`src/verilog/ebus_pkg.sv`:
```
package ebus_pkg;

    localparam int ADDR_W = 25;
    localparam int DATA_W = 16;
    localparam int NUM_CS = 3;
    localparam int COL_BITS = 9;
    localparam int WAIT_W = 4;

    // cycles used when an address hits no region (default bus setup)
    localparam logic [WAIT_W-1:0] DEFAULT_WAIT = 4'h3;

    // chip select regions: an address hits when (addr & mask) == base
    localparam logic [NUM_CS-1:0][ADDR_W-1:0] CS_BASE =
        {25'h0400000, 25'h0200000, 25'h0000000};
    localparam logic [NUM_CS-1:0][ADDR_W-1:0] CS_MASK =
        {25'h1e00000, 25'h1e00000, 25'h1e00000};
    localparam logic [NUM_CS-1:0][WAIT_W-1:0] CS_WAIT =
        {4'h2, 4'h1, 4'h1};

    localparam logic [ADDR_W-1:0] DRAM_BASE = 25'h1000000;
    localparam logic [ADDR_W-1:0] DRAM_MASK = 25'h1000000;

    localparam logic RW_READ = 1'b1;
    localparam logic RW_WRITE = 1'b0;

    localparam logic ACK_IDLE = 1'b1;
    localparam logic [3:0] PIN_IDLE = 4'h0;
    localparam logic [DATA_W-1:0] DATA_RESET = 16'h0000;

    typedef enum logic [3:0]
    {
        ST_IDLE = 4'b0001,
        ST_ROW = 4'b0010,
        ST_XFER = 4'b0100,
        ST_DONE = 4'b1000
    } bus_state_t;

endpackage : ebus_pkg

```
`src/verilog/cs_decode_if.sv`:
```
`timescale 1ns/1ps
interface cs_decode_if;
    logic [ebus_pkg::ADDR_W-1:0] addr;
    logic [ebus_pkg::NUM_CS-1:0] cs_hit;
    logic dram_hit;
    logic [ebus_pkg::WAIT_W-1:0] wait_cnt;

    modport decoder (input addr, output cs_hit, output dram_hit,
                     output wait_cnt);
    modport port (output addr, input cs_hit, input dram_hit,
                  input wait_cnt);
endinterface : cs_decode_if

```
`src/verilog/ext_bus_port.sv`:
```
// Notes on behaviour
// - The address pins carry address bits 24 to 1, one value for both bytes of a word; bit 0 only picks the lane of a byte read.
// - On a dram access the address pins show the row first and then the column.
// - Address bits 23 to 1 come out on the bus and bit 24 on its own top pin, with no bit 0.
// - The direction pin is low during a write cycle and high during a read cycle.
// - The output enable is driven low during read cycles.
// - Data moves over sixteen non-multiplexed two-way lines.
// - Read data is taken from the data lines on a rising clock edge.
// - An address that hits no region and no dram bank runs with the default bus setup.
// - Every write drives all sixteen data lines whatever the size or port width.
// - While the float control input is high the output pins are released.
// - From power-on reset every bus pin serves its bus function.
// - The debug word and processor state pins stay released while reset is applied.
// - Active-low chip selects let asynchronous memories attach without glue.
`timescale 1ns/1ps
module ext_bus_port
(
    input wire logic clk,
    input wire logic rst_n,
    input wire logic req_valid,
    output logic req_ready,
    input wire logic req_write,
    input wire logic req_byte,
    input wire logic [ebus_pkg::ADDR_W-1:0] req_addr,
    input wire logic [ebus_pkg::DATA_W-1:0] req_wdata,
    output logic resp_valid,
    output logic [ebus_pkg::DATA_W-1:0] resp_rdata,
    output logic [23:1] addr_pin,
    output logic addr_top_bit,
    output logic rw_pin,
    output logic oe_pin_n,
    output logic [ebus_pkg::NUM_CS-1:0] cs_pin_n,
    output logic ctl_oe_n,
    input wire logic [ebus_pkg::DATA_W-1:0] data_pin_in,
    output logic [ebus_pkg::DATA_W-1:0] data_pin_out,
    output logic data_pin_oe_n,
    input wire logic transfer_ack_n,
    input wire logic pin_float_ctl,
    input wire logic [3:0] debug_word_in,
    input wire logic [3:0] cpu_state_in,
    output logic [3:0] debug_word_pin,
    output logic [3:0] cpu_state_pin,
    output logic dbg_pin_oe_n
);

    ////////////////////////////////////////////////////////////////////////
    // pin synchronisers: data and acknowledge share latency, so they align
    logic ack_s1_r, ack_s2_r, float_s1_r, float_s2_r;
    logic [ebus_pkg::DATA_W-1:0] data_s1_r, data_s2_r;

    always_ff @(posedge clk or negedge rst_n)
    begin
        if (!rst_n)
        begin
            ack_s1_r <= ebus_pkg::ACK_IDLE;
            ack_s2_r <= ebus_pkg::ACK_IDLE;
            float_s1_r <= 1'b0;
            float_s2_r <= 1'b0;
            data_s1_r <= ebus_pkg::DATA_RESET;
            data_s2_r <= ebus_pkg::DATA_RESET;
        end
        else
        begin
            ack_s1_r <= transfer_ack_n;
            ack_s2_r <= ack_s1_r;
            float_s1_r <= pin_float_ctl;
            float_s2_r <= float_s1_r;
            data_s1_r <= data_pin_in;
            data_s2_r <= data_s1_r;
        end
    end

    ////////////////////////////////////////////////////////////////////////
    // region decode
    cs_decode_if dif ();
    assign dif.addr = req_addr;

    region_decode u_decode (.dif(dif));

    ////////////////////////////////////////////////////////////////////////
    // bus cycle sequencer
    ebus_pkg::bus_state_t state_r, state_nxt;
    logic [ebus_pkg::ADDR_W-1:0] addr_r, addr_nxt;
    logic [24:1] abus_r, abus_nxt, row_w, col_w;
    logic write_r, write_nxt, byte_r, byte_nxt, dram_r, dram_nxt, done;
    logic [ebus_pkg::NUM_CS-1:0] cs_r, cs_nxt;
    logic [ebus_pkg::WAIT_W-1:0] wait_r, wait_nxt;
    logic [ebus_pkg::DATA_W-1:0] wdata_r, wdata_nxt, rdata_r, rdata_nxt;

    assign row_w = {{ebus_pkg::COL_BITS{1'b0}},
                    addr_r[24:ebus_pkg::COL_BITS+1]};
    assign col_w = {{(24-ebus_pkg::COL_BITS){1'b0}},
                    addr_r[ebus_pkg::COL_BITS:1]};
    // dram cycles need the controller's acknowledge; others also self-end
    assign done = !ack_s2_r || (wait_r == '0 && !dram_r);

    always_comb
    begin
        state_nxt = state_r;
        addr_nxt = addr_r;
        abus_nxt = abus_r;
        write_nxt = write_r;
        byte_nxt = byte_r;
        dram_nxt = dram_r;
        cs_nxt = cs_r;
        wait_nxt = wait_r;
        wdata_nxt = wdata_r;
        rdata_nxt = rdata_r;
        case (state_r)
            ebus_pkg::ST_IDLE:
            begin
                if (req_valid)
                begin
                    addr_nxt = req_addr;
                    write_nxt = req_write;
                    byte_nxt = req_byte;
                    dram_nxt = dif.dram_hit;
                    cs_nxt = dif.cs_hit;
                    wait_nxt = dif.wait_cnt;
                    // a byte is copied to both lanes so all lines drive
                    wdata_nxt = req_byte ? {2{req_wdata[7:0]}}
                                         : req_wdata;
                    if (dif.dram_hit)
                    begin
                        abus_nxt = {{ebus_pkg::COL_BITS{1'b0}},
                            req_addr[24:ebus_pkg::COL_BITS+1]};
                        state_nxt = ebus_pkg::ST_ROW;
                    end
                    else
                    begin
                        abus_nxt = req_addr[24:1];
                        state_nxt = ebus_pkg::ST_XFER;
                    end
                end
            end
            ebus_pkg::ST_ROW:
            begin
                abus_nxt = col_w;
                state_nxt = ebus_pkg::ST_XFER;
            end
            ebus_pkg::ST_XFER:
            begin
                wait_nxt = (wait_r != '0) ? wait_r - 1'b1 : wait_r;
                if (done)
                begin
                    // even byte sits on the upper lane
                    if (!write_r)
                    begin
                        rdata_nxt = !byte_r ? data_s2_r : {8'h00,
                            addr_r[0] ? data_s2_r[7:0] : data_s2_r[15:8]};
                    end
                    state_nxt = ebus_pkg::ST_DONE;
                end
            end
            ebus_pkg::ST_DONE:
            begin
                cs_nxt = '0;
                state_nxt = ebus_pkg::ST_IDLE;
            end
            default:
            begin
                state_nxt = ebus_pkg::ST_IDLE;
            end
        endcase
    end

    always_ff @(posedge clk or negedge rst_n)
    begin
        if (!rst_n)
        begin
            state_r <= ebus_pkg::ST_IDLE;
            addr_r <= '0;
            abus_r <= '0;
            write_r <= 1'b0;
            byte_r <= 1'b0;
            dram_r <= 1'b0;
            cs_r <= '0;
            wait_r <= '0;
            wdata_r <= ebus_pkg::DATA_RESET;
            rdata_r <= ebus_pkg::DATA_RESET;
        end
        else
        begin
            state_r <= state_nxt;
            addr_r <= addr_nxt;
            abus_r <= abus_nxt;
            write_r <= write_nxt;
            byte_r <= byte_nxt;
            dram_r <= dram_nxt;
            cs_r <= cs_nxt;
            wait_r <= wait_nxt;
            wdata_r <= wdata_nxt;
            rdata_r <= rdata_nxt;
        end
    end

    ////////////////////////////////////////////////////////////////////////
    // debug and status pins: released in reset, driven once it ends
    logic dbg_en_r, dbg_en_nxt;
    logic [3:0] dbg_word_r, dbg_word_nxt, cpu_st_r, cpu_st_nxt;

    always_comb
    begin
        dbg_en_nxt = 1'b1;
        dbg_word_nxt = debug_word_in;
        cpu_st_nxt = cpu_state_in;
    end

    always_ff @(posedge clk or negedge rst_n)
    begin
        if (!rst_n)
        begin
            dbg_en_r <= 1'b0;
            dbg_word_r <= ebus_pkg::PIN_IDLE;
            cpu_st_r <= ebus_pkg::PIN_IDLE;
        end
        else
        begin
            dbg_en_r <= dbg_en_nxt;
            dbg_word_r <= dbg_word_nxt;
            cpu_st_r <= cpu_st_nxt;
        end
    end

    ////////////////////////////////////////////////////////////////////////
    // pin drive
    logic bus_active, writing;

    assign bus_active = state_r == ebus_pkg::ST_ROW ||
                        state_r == ebus_pkg::ST_XFER;
    assign writing = state_r == ebus_pkg::ST_XFER && write_r;

    assign req_ready = state_r == ebus_pkg::ST_IDLE;
    assign resp_valid = state_r == ebus_pkg::ST_DONE;
    assign resp_rdata = rdata_r;
    assign addr_pin = abus_r[23:1];
    assign addr_top_bit = abus_r[24];
    assign rw_pin = (bus_active && write_r) ? ebus_pkg::RW_WRITE
                                            : ebus_pkg::RW_READ;
    assign oe_pin_n = !(bus_active && !write_r);
    assign cs_pin_n = bus_active ? ~cs_r : '1;
    // no pin multiplexing here: bus function owns the pins from reset on
    assign ctl_oe_n = float_s2_r;
    assign data_pin_out = wdata_r;
    assign data_pin_oe_n = !writing || float_s2_r;
    assign debug_word_pin = dbg_word_r;
    assign cpu_state_pin = cpu_st_r;
    assign dbg_pin_oe_n = !dbg_en_r || float_s2_r;

    logic in_xfer, rd_xfer;
    assign in_xfer = state_r == ebus_pkg::ST_XFER;
    assign rd_xfer = in_xfer && !write_r;
endmodule : ext_bus_port

```
`src/verilog/region_decode.sv`:
```
`timescale 1ns/1ps
module region_decode
(
    cs_decode_if.decoder dif
);

    logic [ebus_pkg::NUM_CS-1:0] raw_hit;

    genvar g;
    generate
        for (g = 0; g < ebus_pkg::NUM_CS; g = g + 1)
        begin : g_region
            assign raw_hit[g] = (dif.addr & ebus_pkg::CS_MASK[g]) ==
                                ebus_pkg::CS_BASE[g];
        end
    endgenerate

    // lowest region wins; dram bank outranks every chip select
    always_comb
    begin
        dif.cs_hit = '0;
        dif.wait_cnt = ebus_pkg::DEFAULT_WAIT;
        dif.dram_hit = (dif.addr & ebus_pkg::DRAM_MASK) ==
                       ebus_pkg::DRAM_BASE;
        if (!dif.dram_hit)
        begin
            for (int i = ebus_pkg::NUM_CS - 1; i >= 0; i--)
            begin
                if (raw_hit[i])
                begin
                    dif.cs_hit = '0;
                    dif.cs_hit[i] = 1'b1;
                    dif.wait_cnt = ebus_pkg::CS_WAIT[i];
                end
            end
        end
    end

endmodule : region_decode
```
`config.mk`:
```
export PLATFORM = sky130hd
export DESIGN_NAME = ext_bus_port
export DESIGN_NICKNAME = d
export VERILOG_FILES = /design/src/verilog/ebus_pkg.sv /design/src/verilog/cs_decode_if.sv /design/src/verilog/ext_bus_port.sv /design/src/verilog/region_decode.sv
export SDC_FILE = /design/constraint.sdc
export NUM_CORES = 1
export LEC_CHECK = 0
export BUFFER_PORTS_ARGS = -buffer_cell sky130_fd_sc_hd__buf_2
export CORE_MARGIN = 3
export CORE_UTILIZATION = 48
export CTS_BUF_LIST = sky130_fd_sc_hd__clkbuf_2 sky130_fd_sc_hd__clkbuf_4 sky130_fd_sc_hd__clkbuf_8
export DETAILED_ROUTE_END_ITERATION = 8
export PLACE_DENSITY = 0.78
export SYNTH_ARGS = -nofsm -noshare
export SYNTH_HDL_FRONTEND = slang
export SYNTH_HIERARCHICAL = 1
export SYNTH_SLANG_ARGS = --single-unit
```
`constraint.sdc`:
```
create_clock -name clk -period 2.3 [get_ports clk]
set_input_delay 0.46 -clock clk [delete_from_list [all_inputs] [get_ports clk]]
set_output_delay 0.46 -clock clk [all_outputs]
set_load 0.1 [all_outputs]
```
==> impl_table.tex <==
\begin{tabular}{lr}
\hline
Metric & Value \\
\hline
\multicolumn{2}{l}{\textbf{Die}} \\
Die extent in y & 108.2 microns \\
Die Span X & 108.2 microns \\
IO Pins & 146 \\
Core Box Area & 0.009955 sq mm \\
Initial core utilization & 50.35\% \\
Number of cell rows & 36 \\
Die area & 0.01170 sq mm \\
\multicolumn{2}{l}{\textbf{Detailed routing}} \\
DR iter-0 viols & 128 \\
Final antenna-violating net count & 0 \\
Total number of vias & 3,583 \\
Number of remaining DRC errors & 0 \\
Vias per std cell & 5.261 \\
Average wire length per cell after detail routing & 16.53 microns \\
Detailed-route wire length & 11.26 mm \\
Drt first pass iters & 4 \\
\multicolumn{2}{l}{\textbf{Synthesis}} \\
Top cell type by total area after synthesis & dfrtp\_1 \\
Total standard cell area after synthesis & 0.005012 sq mm \\
Portion of the post-synthesis area used by sequential elements & 62.48\% \\
Share of flip-flops with an asynchronous set or reset after synthesis & 100.0\% \\
Top\_reg\_cell synth & dfrtp\_1 \\
Yosys warnings & 6 \\
Mean post-synth cell area & 13.37 sq um \\
Count of different cell masters after synthesis & 49 \\
Most area-consuming cells after synthesis & dfrtp\_1 (61\%), mux2\_2 (7.6\%), mux2i\_1 (4.6\%) \\
Number of synthesized flops with an enable pin & 0 \\
Share of the synthesized area in the top cell type & 60.91\% \\
Number of flip-flops and latches in the synthesized netlist & 125 \\
Number of cells produced by synthesis & 375 \\
\multicolumn{2}{l}{\textbf{Setup path}} \\
Critical Path, Cell by Cell & or4b\_4, inv\_4, buf\_12 \\
Worst setup SP type & flop \\
Highest cell delay on the worst timing path & 580 ps \\
Crit end category & primary output \\
Endpoint of the most critical setup path & req\_ready \\
Worst-path maximum fanout & 6 \\
Critical path start-end classification & reg2out \\
Startpoint of the worst setup timing path & state\_r[0]\$\_DFFE\_PN1P\_ \\
Crit path DAT & 1780 ps \\
Required time of the critical path & 1840 ps \\
Standard cell with the maximum stage delay on the critical path & dfstp\_2 \\
Depth of the critical timing path with buffers and inverters included & 3 \\
Number of cells traversed by the worst register-to-register path & 6 \\
Worst reg2reg endpoint & resp\_rdata[0]\$\_DFFE\_PN0P\_ \\
Flop2flop setup slack & 120 ps \\
Worst Path Buf+Inv & 2 \\
R2R Path Start & wait\_r[0]\$\_DFFE\_PN0P\_ \\
Largest delay contributor family on the critical path & flip-flops \\
\multicolumn{2}{l}{\textbf{Clock network}} \\
Clock H-tree levels & 4 \\
Number of clock sinks seen by CTS & 125 \\
Clock-pin slew of the registers on the worst-case setup and hold paths & 70 ps \\
Clock buffer count from CTS & 17 \\
Clock insertion delay at the later pin of the skew report & 430 ps \\
Buffers from clock root to sink, at most & 2 \\
Buffer cell driving the clock tree root & clkbuf\_8 \\
Hold-fix buffers at CTS & 0 \\
TritonCTS clock tree & built \\
\multicolumn{2}{l}{\textbf{GRT}} \\
Overall fraction of global-route tracks in use & 20.53\% \\
Vias in the first global route & 3,817 \\
Largest net degree at the start of global routing & 70 \\
Wire length of the first global-routing pass & 18.44 mm \\
Initial antenna violation count & 0 \\
Total congestion overflow & 0 \\
\multicolumn{2}{l}{\textbf{Place}} \\
GPL Wtd Cong & 0.7856 \\
Detail Placement HPWL & 7.928 mm \\
Area post-placement & 0.005943 sq mm \\
Count of buffers from port buffering & 145 \\
\multicolumn{2}{l}{\textbf{Cells and area}} \\
Fraction of final layout cells with drive strength greater than 1 & 47.26\% \\
Final design utilization & 65.02\% \\
Diodes inserted & 0 \\
Multi-input gate area & 0.001738 sq mm \\
Sequential cell area & 0.003133 sq mm \\
Fill cell count & 798 \\
Signed area change from the synthesized netlist to the final layout & 29.13\% \\
Number of nets in the layout & 608 \\
Final non-filler cell area & 0.006472 sq mm \\
\multicolumn{2}{l}{\textbf{Job}} \\
Max Cap Viol & 0 \\
\multicolumn{2}{l}{\textbf{STA}} \\
Period Utilization, post-route & 97.52\% \\
Fin Clk Skew & 6.591 ps \\
Final Hold Violating Endpoints & 0 \\
Final setup fails & 0 \\
Headroom to the max-slew limit & 54.88\% \\
Count of pins over their slew limit & 0 \\
Worst-margin pin slew & 676.8 ps \\
RSZ-0062 raised after global routing & true \\
Shortest clock period the worst path allows after layout & 2243 ps \\
Fmax & 445.8 MHz \\
\multicolumn{2}{l}{\textbf{Outcome}} \\
Outcome & completed \\
\multicolumn{2}{l}{\textbf{Min path}} \\
Worst min-delay path class & in2async \\
\hline
\end{tabular}
flip-flops by register name, summed over array words and instances, names as in the netlist, 3 cells and up:
signal,count
data_s1_r,16
data_s2_r,16
addr_r,10
data_pin_out,16
abus_r,24
resp_rdata,16
state_r,4
cs_r,3
cpu_state_pin,4
debug_word_pin,4
wait_r,4
logic make-up (layout without fill, tap and decap cells):
kind of cell,after synthesis,count (layout),synth area share [%]
AO/OA/AOI/OAI,75,75,9.960
XOR/XNOR,1,1,0.1748
adder cells (fa/ha/maj),1,1,0.2496
buffers and inverters,39,211,3.695
flip-flops,125,125,62.48
multiplexers,67,67,15.23
other,2,3,0.1498
AND/OR/NAND/NOR,65,65,8.063
final cells by class:
| class | count | area share [%] |
|---|---|---|
| sequential | 125 | 48.41 |
| multi-input combinational | 212 | 26.85 |
| timing repair buffer | 166 | 15.02 |
| clock buffer | 20 | 4.253 |
| tap | 133 | 2.571 |
| clock inverter | 12 | 2.107 |
| inverter | 13 | 0.7926 |
worst reg2reg max path, cell delays in order, from the launching register on:
cell      delay [ps]
dfrtp_1          400
inv_1            100
ha_1             220
or4b_4           500
a211oi_4         280
buf_12           210
mux2_2           350
cells in the mapped netlist, drive strengths merged (2+ instances only):
| master | instances |
|---|---|
| dfrtp | 122 |
| mux2 | 44 |
| o21ai | 37 |
| mux2i | 23 |
| clkbuf | 16 |
| nand2 | 16 |
| o211ai | 16 |
| inv | 13 |
| nand2b | 12 |
| buf | 10 |
| o221ai | 9 |
| nor2b | 8 |
| nor4b | 5 |
| or4b | 5 |
| nand3 | 4 |
| a21oi | 3 |
| dfstp | 3 |
| nor2 | 3 |
| a221oi | 2 |
| conb | 2 |
| nand3b | 2 |
| nor3 | 2 |
| or3 | 2 |
worst min path at each step:
stage / slack, ps / cells after the start / endpoint / from
2_1_floorplan: 160 / 0 / abus_r[10]$_DFFE_PN0P_ / rst_n
3_3_place_gp: 330 / 0 / data_s2_r[14]$_DFF_PN0_ / data_s1_r[14]$_DFF_PN0_
3_5_place_dp: 330 / 0 / data_s2_r[0]$_DFF_PN0_ / data_s1_r[0]$_DFF_PN0_
4_1_cts: 30 / 2 / abus_r[14]$_DFFE_PN0P_ / rst_n
5_1_grt: 40 / 2 / abus_r[13]$_DFFE_PN0P_ / rst_n
6_report: 40 / 2 / abus_r[13]$_DFFE_PN0P_ / rst_n
timing repair:
item / CTS / global route
resized for setup: 9 / 12
setup buffers: 0 / 7
pin swaps: 0 / 1
endpoints found under the setup margin: 6 / 13
cell usage in the layout (no fill, tap or decap), drive strengths merged, types with 2 or more instances in the layout:
master / n
nor2: 3
a21oi: 3
clkinvlp: 3
nand3: 4
or4b: 5
o221ai: 9
nand3b: 2
clkbuf: 21
dfrtp: 122
mux2: 44
o21ai: 37
a221oi: 2
buf: 165
nor3: 2
bufinv: 2
inv: 15
nor2b: 8
clkinv: 5
mux2i: 23
or3: 2
dfstp: 3
o211ai: 16
nand2b: 12
conb: 3
nand2: 16
nor4b: 5
layer usage:
metal	track usage [%]	share of wire [%]
met5	0	0
met4	11.45	3.4
met2	33.79	52
met1	23.74	39
met3	6.627	5.6
metrics by stage:
step,hold WS [ps],setup TNS (ps),worst slack [ps],std cells
CTS,29.65,-60.23,-60.23,674
floorplan,164.4,0,66.22,376
global route,40.51,-65.05,-26.72,681
finish,43.16,0,57.03,681
global placement,331.3,0,166.0,642
detailed placement,334.7,0,106.1,642
Power is left out: the tool's default activity adds up to more than one toggle a clock period on the data nets, which glitch-free logic cannot reach.
